**config.mk**
```make
export PLATFORM = sky130hd
export DESIGN_NAME = dpd_primary_dither
export DESIGN_NICKNAME = d
export VERILOG_FILES = /design/src/dpd_pkg.sv /design/src/dpd_chan_if.sv /design/src/dpd_primary_dither.sv /design/src/dpd_chan_inject.sv
export SDC_FILE = /design/constraint.sdc
export NUM_CORES = 1
export LEC_CHECK = 0
export BUFFER_PORTS_ARGS = -buffer_cell sky130_fd_sc_hd__buf_4
export CAP_MARGIN = 20
export CORE_MARGIN = 1.5
export CORE_UTILIZATION = 52
export CTS_BUF_LIST = sky130_fd_sc_hd__clkbuf_4
export DETAILED_ROUTE_END_ITERATION = 10
export PLACE_DENSITY = 0.82
export SETUP_SLACK_MARGIN = 0.5
export SLEW_MARGIN = 20
export SYNTH_ARGS = -nofsm -noshare
export SYNTH_HDL_FRONTEND = slang
export SYNTH_SLANG_ARGS = --single-unit
export TNS_END_PERCENT = 1
```
**constraint.sdc**
```tcl
create_clock -name clk -period 2.85 [get_ports clk]
set_clock_uncertainty 0.2 [all_clocks]
set_input_delay 0.1425 -clock clk [delete_from_list [all_inputs] [get_ports clk]]
set_output_delay 0.1425 -clock clk [all_outputs]
set_load 0.005 [all_outputs]
```
**src/dpd_pkg.sv**
```systemverilog
package dpd_pkg;
   localparam int RegAddrW = 8;
   localparam int RegDataW = 8;
   localparam int DcW = 11;
   localparam int DcHighW = 3;
   localparam int DcLowW = 8;
   localparam int ModW = 24;
   // 1.0 in Q0.11 equals 1/32 of full scale: 2^-5 * 2^-11 -> lsb at bit (ModW-1)-5-11
   localparam int DcLsbPos = ModW - 1 - 5 - DcW;
   localparam logic [RegAddrW-1:0] AddrGains = 8'h43;
   localparam logic [RegAddrW-1:0] AddrLeftDcHigh = 8'h44;
   localparam logic [RegAddrW-1:0] AddrLeftDcLow = 8'h45;
   localparam logic [RegAddrW-1:0] AddrRightDcHigh = 8'h46;
   localparam logic [RegAddrW-1:0] AddrRightDcLow = 8'h47;
   localparam logic [RegDataW-1:0] ResetGains = 8'h00;
   localparam logic [RegDataW-1:0] ResetDc = 8'h00;
   localparam int LeftAcPos = 6;
   localparam int RightAcPos = 4;
   localparam int LeftMatchPos = 2;
   localparam int RightMatchPos = 0;
   typedef enum logic [1:0] {AcGainEighth, AcGainQuarter, AcGainRsvd2, AcGainRsvd3} dpd_ac_gain_t;
   typedef enum logic [1:0] {MatchGainHalf, MatchGainOne, MatchRsvd2, MatchRsvd3} dpd_match_gain_t;
endpackage

```
**src/dpd_chan_if.sv**
```systemverilog
`timescale 1ns/1ns
interface dpd_chan_if;
   logic [1:0] acGain;
   logic [1:0] matchGain;
   logic [10:0] dcValue;
   logic [23:0] modIn;
   logic [23:0] modOut;
   modport cfg (output acGain, output matchGain, output dcValue, output modIn, input modOut);
   modport chan (input acGain, input matchGain, input dcValue, input modIn, output modOut);
endinterface

```
**src/dpd_primary_dither.sv**
```systemverilog
`timescale 1ns/1ns
module dpd_primary_dither (
   input wire logic clk,
   input wire logic arst_n,
   input wire logic regWrEn,
   input wire logic [7:0] regAddr,
   input wire logic [7:0] regWrData,
   output logic [7:0] regRdData,
   input wire logic [23:0] leftModIn,
   input wire logic [23:0] rightModIn,
   output logic [23:0] leftModOut,
   output logic [23:0] rightModOut,
   output logic [1:0] leftAcGain,
   output logic [1:0] rightAcGain,
   output logic [1:0] leftMatchGain,
   output logic [1:0] rightMatchGain
);
   logic [7:0] gains_ff;
   logic [2:0] leftHigh_ff;
   logic [7:0] leftLow_ff;
   logic [2:0] rightHigh_ff;
   logic [7:0] rightLow_ff;
   logic [7:0] regRdData_ff;
   logic [7:0] nxt_rdData;
   logic selGains, selLh, selLl, selRh, selRl;
   dpd_chan_if leftIf ();
   dpd_chan_if rightIf ();

   assign selGains = regAddr == dpd_pkg::AddrGains;
   assign selLh = regAddr == dpd_pkg::AddrLeftDcHigh;
   assign selLl = regAddr == dpd_pkg::AddrLeftDcLow;
   assign selRh = regAddr == dpd_pkg::AddrRightDcHigh;
   assign selRl = regAddr == dpd_pkg::AddrRightDcLow;

   always_ff @(posedge clk or negedge arst_n) begin
      if (!arst_n) begin
         gains_ff <= dpd_pkg::ResetGains;
         leftHigh_ff <= dpd_pkg::ResetDc[2:0];
         leftLow_ff <= dpd_pkg::ResetDc;
         rightHigh_ff <= dpd_pkg::ResetDc[2:0];
         rightLow_ff <= dpd_pkg::ResetDc;
      end else if (regWrEn) begin
         // reserved matching codes are stored as written; host keeps them out
         if (selGains) gains_ff <= regWrData;
         if (selLh) leftHigh_ff <= regWrData[2:0];
         if (selLl) leftLow_ff <= regWrData;
         if (selRh) rightHigh_ff <= regWrData[2:0];
         if (selRl) rightLow_ff <= regWrData;
      end
   end

   // reserved high bits read as zero
   assign nxt_rdData = selGains ? gains_ff :
                       selLh ? {5'h00, leftHigh_ff} :
                       selLl ? leftLow_ff :
                       selRh ? {5'h00, rightHigh_ff} :
                       selRl ? rightLow_ff : 8'h00;

   always_ff @(posedge clk or negedge arst_n) begin
      if (!arst_n) begin
         regRdData_ff <= 8'h00;
      end else begin
         regRdData_ff <= nxt_rdData;
      end
   end
   assign regRdData = regRdData_ff;

   assign leftIf.acGain = gains_ff[dpd_pkg::LeftAcPos +: 2];
   assign rightIf.acGain = gains_ff[dpd_pkg::RightAcPos +: 2];
   assign leftIf.matchGain = gains_ff[dpd_pkg::LeftMatchPos +: 2];
   assign rightIf.matchGain = gains_ff[dpd_pkg::RightMatchPos +: 2];
   assign leftIf.dcValue = {leftHigh_ff, leftLow_ff};
   assign rightIf.dcValue = {rightHigh_ff, rightLow_ff};
   assign leftIf.modIn = leftModIn;
   assign rightIf.modIn = rightModIn;

   dpd_chan_inject uLeft (.clk(clk), .arst_n(arst_n), .ch(leftIf));
   dpd_chan_inject uRight (.clk(clk), .arst_n(arst_n), .ch(rightIf));

   assign leftModOut = leftIf.modOut;
   assign rightModOut = rightIf.modOut;
   assign leftAcGain = gains_ff[dpd_pkg::LeftAcPos +: 2];
   assign rightAcGain = gains_ff[dpd_pkg::RightAcPos +: 2];
   assign leftMatchGain = gains_ff[dpd_pkg::LeftMatchPos +: 2];
   assign rightMatchGain = gains_ff[dpd_pkg::RightMatchPos +: 2];

   // first edge after reset has no valid history for the path checks
   logic runOk_ff;
   always_ff @(posedge clk or negedge arst_n) begin
      if (!arst_n) begin
         runOk_ff <= 1'b0;
      end else begin
         runOk_ff <= 1'b1;
      end
   end

   a_left_dc_add: assert property (@(posedge clk) disable iff (!arst_n)
      runOk_ff |->
      leftModOut == $past(leftModIn) + 24'($past(leftIf.dcValue) << dpd_pkg::DcLsbPos))
      else $error("left dc dither sum wrong");
   a_right_dc_add: assert property (@(posedge clk) disable iff (!arst_n)
      runOk_ff |->
      rightModOut == $past(rightModIn) + 24'($past(rightIf.dcValue) << dpd_pkg::DcLsbPos))
      else $error("right dc dither sum wrong");
   a_zero_dc_pass: assert property (@(posedge clk) disable iff (!arst_n)
      runOk_ff && $past(leftIf.dcValue) == 11'h000 |-> leftModOut == $past(leftModIn))
      else $error("zero dc dither changed path");
   a_dc_lsb_weight: assert property (@(posedge clk) disable iff (!arst_n)
      runOk_ff && $past(leftIf.dcValue) == 11'h001 |->
      leftModOut - $past(leftModIn) == 24'h000080)
      else $error("dc lsb weight wrong");

   // right channel path, same weighting as the left
   a_right_zero_pass: assert property (@(posedge clk) disable iff (!arst_n)
      runOk_ff && $past(rightIf.dcValue) == 11'h000 |-> rightModOut == $past(rightModIn))
      else $error("right zero dc dither changed path");

   a_right_lsb_weight: assert property (@(posedge clk) disable iff (!arst_n)
      runOk_ff && $past(rightIf.dcValue) == 11'h001 |->
      rightModOut - $past(rightModIn) == 24'h000080)
      else $error("right dc lsb weight wrong");

   // top bit of the value is 2^-1 of 1/32 full scale
   a_left_top_weight: assert property (@(posedge clk) disable iff (!arst_n)
      runOk_ff && $past(leftIf.dcValue) == 11'h400 |->
      leftModOut - $past(leftModIn) == 24'h020000)
      else $error("left dc top bit weight wrong");

   a_right_top_weight: assert property (@(posedge clk) disable iff (!arst_n)
      runOk_ff && $past(rightIf.dcValue) == 11'h400 |->
      rightModOut - $past(rightModIn) == 24'h020000)
      else $error("right dc top bit weight wrong");

   a_left_max_dc: assert property (@(posedge clk) disable iff (!arst_n)
      runOk_ff && $past(leftIf.dcValue) == 11'h7ff |->
      leftModOut - $past(leftModIn) == 24'h03ff80)
      else $error("left dc full value wrong");

   a_right_max_dc: assert property (@(posedge clk) disable iff (!arst_n)
      runOk_ff && $past(rightIf.dcValue) == 11'h7ff |->
      rightModOut - $past(rightModIn) == 24'h03ff80)
      else $error("right dc full value wrong");

   // dither never reaches below its lsb
   a_left_low_pass: assert property (@(posedge clk) disable iff (!arst_n)
      runOk_ff |->
      leftModOut[dpd_pkg::DcLsbPos-1:0] == $past(leftModIn[dpd_pkg::DcLsbPos-1:0]))
      else $error("left low path bits disturbed");

   a_right_low_pass: assert property (@(posedge clk) disable iff (!arst_n)
      runOk_ff |->
      rightModOut[dpd_pkg::DcLsbPos-1:0] == $past(rightModIn[dpd_pkg::DcLsbPos-1:0]))
      else $error("right low path bits disturbed");

   a_left_dc_join: assert property (@(posedge clk) disable iff (!arst_n)
      leftIf.dcValue == {leftHigh_ff, leftLow_ff})
      else $error("left dc value not joined");

   a_right_dc_join: assert property (@(posedge clk) disable iff (!arst_n)
      rightIf.dcValue == {rightHigh_ff, rightLow_ff})
      else $error("right dc value not joined");

   // gain fields seen by each channel match the pins
   a_left_ac_route: assert property (@(posedge clk) disable iff (!arst_n)
      leftIf.acGain == leftAcGain)
      else $error("left ac gain routing wrong");

   a_right_ac_route: assert property (@(posedge clk) disable iff (!arst_n)
      rightIf.acGain == rightAcGain)
      else $error("right ac gain routing wrong");

   a_left_match_route: assert property (@(posedge clk) disable iff (!arst_n)
      leftIf.matchGain == leftMatchGain)
      else $error("left matching gain routing wrong");

   a_right_match_route: assert property (@(posedge clk) disable iff (!arst_n)
      rightIf.matchGain == rightMatchGain)
      else $error("right matching gain routing wrong");

   a_left_ac_field: assert property (@(posedge clk) disable iff (!arst_n)
      leftAcGain == gains_ff[7:6])
      else $error("left ac gain field position wrong");

   a_right_ac_field: assert property (@(posedge clk) disable iff (!arst_n)
      rightAcGain == gains_ff[5:4])
      else $error("right ac gain field position wrong");

   a_left_match_field: assert property (@(posedge clk) disable iff (!arst_n)
      leftMatchGain == gains_ff[3:2])
      else $error("left matching field position wrong");

   a_right_match_field: assert property (@(posedge clk) disable iff (!arst_n)
      rightMatchGain == gains_ff[1:0])
      else $error("right matching field position wrong");

   // read path: one cycle behind the address
   a_rd_gains: assert property (@(posedge clk) disable iff (!arst_n)
      selGains |=> regRdData == $past(gains_ff))
      else $error("gains read back wrong");

   a_rd_left_high: assert property (@(posedge clk) disable iff (!arst_n)
      selLh |=> regRdData == {5'h00, $past(leftHigh_ff)})
      else $error("left dc high read back wrong");

   a_rd_left_low: assert property (@(posedge clk) disable iff (!arst_n)
      selLl |=> regRdData == $past(leftLow_ff))
      else $error("left dc low read back wrong");

   a_rd_right_high: assert property (@(posedge clk) disable iff (!arst_n)
      selRh |=> regRdData == {5'h00, $past(rightHigh_ff)})
      else $error("right dc high read back wrong");

   a_rd_right_low: assert property (@(posedge clk) disable iff (!arst_n)
      selRl |=> regRdData == $past(rightLow_ff))
      else $error("right dc low read back wrong");

   a_rd_unmapped: assert property (@(posedge clk) disable iff (!arst_n)
      !(selGains || selLh || selLl || selRh || selRl) |=> regRdData == 8'h00)
      else $error("unmapped read not zero");

   a_sel_onehot: assert property (@(posedge clk) disable iff (!arst_n)
      $onehot0({selGains, selLh, selLl, selRh, selRl}))
      else $error("address decode overlaps");

   // registers hold unless their own address is written
   a_gains_idle: assert property (@(posedge clk) disable iff (!arst_n)
      !regWrEn |=> $stable(gains_ff))
      else $error("gains changed without write");

   a_gains_other: assert property (@(posedge clk) disable iff (!arst_n)
      regWrEn && !selGains |=> $stable(gains_ff))
      else $error("gains changed by other address");

   a_lh_idle: assert property (@(posedge clk) disable iff (!arst_n)
      !regWrEn |=> $stable(leftHigh_ff))
      else $error("left dc high changed without write");

   a_lh_other: assert property (@(posedge clk) disable iff (!arst_n)
      regWrEn && !selLh |=> $stable(leftHigh_ff))
      else $error("left dc high changed by other address");

   a_ll_idle: assert property (@(posedge clk) disable iff (!arst_n)
      !regWrEn |=> $stable(leftLow_ff))
      else $error("left dc low changed without write");

   a_ll_other: assert property (@(posedge clk) disable iff (!arst_n)
      regWrEn && !selLl |=> $stable(leftLow_ff))
      else $error("left dc low changed by other address");

   a_rh_idle: assert property (@(posedge clk) disable iff (!arst_n)
      !regWrEn |=> $stable(rightHigh_ff))
      else $error("right dc high changed without write");

   a_rh_other: assert property (@(posedge clk) disable iff (!arst_n)
      regWrEn && !selRh |=> $stable(rightHigh_ff))
      else $error("right dc high changed by other address");

   a_rl_idle: assert property (@(posedge clk) disable iff (!arst_n)
      !regWrEn |=> $stable(rightLow_ff))
      else $error("right dc low changed without write");

   a_rl_other: assert property (@(posedge clk) disable iff (!arst_n)
      regWrEn && !selRl |=> $stable(rightLow_ff))
      else $error("right dc low changed by other address");

   // each dc byte lands on its own
   a_left_low_pair: assert property (@(posedge clk) disable iff (!arst_n)
      regWrEn && selLl |=> leftIf.dcValue[7:0] == $past(regWrData))
      else $error("left dc low bits not paired");

   a_right_high_pair: assert property (@(posedge clk) disable iff (!arst_n)
      regWrEn && selRh |=> rightIf.dcValue[10:8] == $past(regWrData[2:0]))
      else $error("right dc high bits not paired");

   a_right_low_pair: assert property (@(posedge clk) disable iff (!arst_n)
      regWrEn && selRl |=> rightIf.dcValue[7:0] == $past(regWrData))
      else $error("right dc low bits not paired");

   a_gain_write: assert property (@(posedge clk) disable iff (!arst_n)
      regWrEn && selGains |=> leftAcGain == $past(regWrData[7:6]))
      else $error("left ac gain not written");
   a_right_ac_write: assert property (@(posedge clk) disable iff (!arst_n)
      regWrEn && selGains |=> rightAcGain == $past(regWrData[5:4]))
      else $error("right ac gain not written");
   a_left_match_write: assert property (@(posedge clk) disable iff (!arst_n)
      regWrEn && selGains |=> leftMatchGain == $past(regWrData[3:2]))
      else $error("left matching gain not written");
   a_right_match_write: assert property (@(posedge clk) disable iff (!arst_n)
      regWrEn && selGains |=> rightMatchGain == $past(regWrData[1:0]))
      else $error("right matching gain not written");
   a_dc_high_pair: assert property (@(posedge clk) disable iff (!arst_n)
      regWrEn && selLh |=> leftIf.dcValue[10:8] == $past(regWrData[2:0]))
      else $error("dc high bits not paired");
endmodule

```
**src/dpd_chan_inject.sv**
```systemverilog
`timescale 1ns/1ns
module dpd_chan_inject (
   input wire clk,
   input wire arst_n,
   dpd_chan_if.chan ch
);
   logic [dpd_pkg::ModW-1:0] dcAligned;
   logic [dpd_pkg::ModW-1:0] modOut_ff;
   // zero dc value leaves the path untouched
   // explicit zero fill: a shifted 11-bit value would lose its top bits
   assign dcAligned = {{(dpd_pkg::ModW - dpd_pkg::DcW - dpd_pkg::DcLsbPos){1'b0}},
                       ch.dcValue, {dpd_pkg::DcLsbPos{1'b0}}};
   always_ff @(posedge clk or negedge arst_n) begin
      if (!arst_n) begin
         modOut_ff <= '0;
      end else begin
         modOut_ff <= ch.modIn + dcAligned;
      end
   end
   assign ch.modOut = modOut_ff;
endmodule

```
==> results.md <==
- Routed Antenna Nets: 0
- Share of post-route cells with drive strength above 1: 0.385
- Post-DP HPWL: 6440 µm
- Area of the mapped netlist: 3890 µm²
- Die area: about 8000 µm²
- Sequential element share of the synthesized area: 0.554
- Via count: about 3.2k
- Final Max Slew Viols: 0
- Nets: 590
- Maximum vdd ir drop: between 0.0002 and 0.0003 V
- Ys async rst share: 1.00
- Power Density: 463 nW/µm²
- WS Path Type: reg -> reg
- Avg WL per Cell: roughly 16 µm
- Max_cap viols: 0
- Area growth from synthesis to layout: 50.0%
- Worst path buffer plus inverter count: 0
- Die extent in x: between 80 and 90 µm
- Drt drc: 0
- Critical Path AT: between 2000 and 2500 ps
- Placer Congestion: just over 0.8
- Unrepaired setup endpoints after global routing: true
- Storage cell area: 2150 µm²
- CTS Buf Count: 9
- Root buffer cell: clkbuf_4
- Placed cells: 523
- Worst Setup End Kind: flip-flop
- Clk Latency, worst-skew pair: 430 ps
- Drt pass-1 iters: 5
- Net count after synthesis: roughly 390
- Fin. Hold Viols: 0
- Starting Density: 0.536
- Antenna violations before repair: 0
- Vias per inst: roughly 5.3
- Crit path max-delay cell type: fa_1
- Final setup fails: 0
- # rows: 31
- Largest net degree at the start of global routing: between 80 and 90
- Vias in the first global route: approximately 3.1k
- Buffers on Ports: 130
- Fill cell count: around 410
- Total power: 2700 µW
- Required @ worst endpoint: around 3000 ps
- Synthesis-stage register bit count: 86
- Tmin final: between 2000 and 2500 ps
- CP cell instances: ha_1, fa_1, a21o_1, nand4_1, a21oi_1, o211ai_1, xnor2_1
- Tcrit/Tclk final: 0.812
- Mapped Cells: 295
- Final instance area: 5830 µm²
- CTS clock-pin slew for the worst setup and hold paths: 130 ps
- Chip Height: 89.5 µm
- Total gr overflow: 0
- Ys Warns: 0
- Area after DPL: approximately 5000 µm²
- Final Core Density: 0.804
- Crit Path Max Fanout: 4
- Leakage: around 0.0029 µW
- Core area: 7250 µm²
- DRT Wirelength: roughly 9600 µm
- Antenna cells: 0
- Yosys cell types: 38
- Finished Layout Cells: ~600
- Area of the multi-input gates: 1690 µm²
- CTS tree: done
- Max clock buf depth: 2
- Worst Setup Start Kind: flip-flop
- I/O pins: 131
- Peak Freq: around 430 MHz
- GR Util All Layers: 0.242
- Setup TNS: 0 ps
- Top delay family on crit path: adder cells
- Hold crit path type: in -> async
- Relative slew slack: 0.505
- Status: finished, final reports clean
- First-pass GRT wire length: ~14000 µm
- Mean Syn Cell Area: about 13 µm²
- Measured slew at the worst slew-check pin: approximately 740 ps
- CTS H-tree lvls: 3
- Max stage delay on crit path: 420 ps
- Sinks on Clock Net: 86
- Post-synth EDFFs: 0
- Most used DFF post-synth: dfrtp_1
- Initial drt markers: about 140
==> where the power goes <==
group,leakage [µW],switching (µW),internal (µW)
registers,0.00108,39.5,1300
clock network,0.000100,421,449
logic,0.00172,202,288
total,0.00290,662,2040
==> area by class of cell <==
class                           count  area share
Timing Repair Buffer              196       0.280
Clock buffer                        9      0.0116
Multi-Input combinational cell    194       0.289
Clock inverter                      7      0.0208
Tap cell                           99      0.0212
Inverter                           12     0.00773
Sequential cell                    86       0.369
==> Yosys cell counts, types with 5 or more instances <==
library cell	number	area share
a211oi_1	5	0.0097
a21o_1	7	0.014
a21oi_1	18	0.023
a222oi_1	5	0.013
dfrtp_1	86	0.55
ha_1	22	0.071
inv_1	12	0.012
mux2_2	30	0.087
nand2_1	17	0.016
o211ai_1	6	0.012
o21ai_0	13	0.017
xnor2_1	22	0.050
xor2_1	8	0.018
==> routing by layer <==
metal	part of all wire	track usage
met1	0.39	0.284
met5	0	0
met4	0.020	0.0951
met3	0.059	0.0508
met2	0.53	0.433
==> layout by cell type, fill, tap and decap left out, types with 9 or more instances in the layout <==
master,count
mux2_2,30
nand2_1,17
a21oi_1,18
ha_1,22
clkbuf_4,9
o21ai_0,13
inv_1,12
xnor2_1,22
dlygate4sd3_1,63
buf_4,132
dfrtp_1,86
==> flip-flops by register name (all words and copies together) (netlist names) <==
name              flops
leftHigh_ff           3
leftLow_ff            8
regRdData             8
uLeft.ch.modOut      24
rightLow_ff           8
uRight.ch.modOut     24
gains_ff              8
rightHigh_ff          3
==> logic make-up (layout without fill, tap and decap cells) <==
group                      after synthesis  in the layout  share of synthesized area
xor gates and xnor gates                30             30                     0.0676
and+or+nand+nor                         41             41                     0.0644
adders and majority gates               24             24                     0.0811
AOI/OAI and AO/OA                       66             66                      0.114
muxes                                   33             33                      0.104
DFF                                     86             86                      0.554
buffers and inverters                   15            224                     0.0154
==> worst register-to-register path, stage by stage (launching register included) <==
cell,delay (ps)
dfrtp_1,410
ha_1,230
fa_1,420
a21o_1,220
nand4_1,170
a21oi_1,140
o211ai_1,260
xnor2_1,180
==> final timing paths <==
check                                            from                             end  slack [ps]  cells after the start
max reg2reg                rightLow_ff[0]$_DFFE_PN0P_  uRight.ch.modOut[23]$_DFF_PN0_         540                      7
max                        rightLow_ff[0]$_DFFE_PN0P_  uRight.ch.modOut[23]$_DFF_PN0_         540                      7
max in group asynchronous                      arst_n         gains_ff[1]$_DFFE_PN0P_        1820                      2
min                                            arst_n    uLeft.ch.modOut[3]$_DFF_PN0_         100                      2
min in group clk                           regAddr[7]          regRdData[2]$_DFF_PN0_         150                      6
min reg2reg                rightLow_ff[0]$_DFFE_PN0P_   uRight.ch.modOut[7]$_DFF_PN0_         330                      1
==> timing repair <==
action	4_1_cts	5_1_grt
setup buffers	0	1
endpoints found under the hold margin	167	0
hold buffers	63	0
resized for setup	0	2
endpoints found under the setup margin	0	6
==> through the flow <==
| step | hold slack, ps | worst slack, ps |
|---|---|---|
| after floorplan | -353 | 767 |
| after global placement | 52.2 | 673 |
| after detailed placement | 52.9 | 600 |
| after CTS | 107 | 568 |
| after global routing | 128 | 444 |
| final | 103 | 536 |
Power figures use the tool's default switching activity.
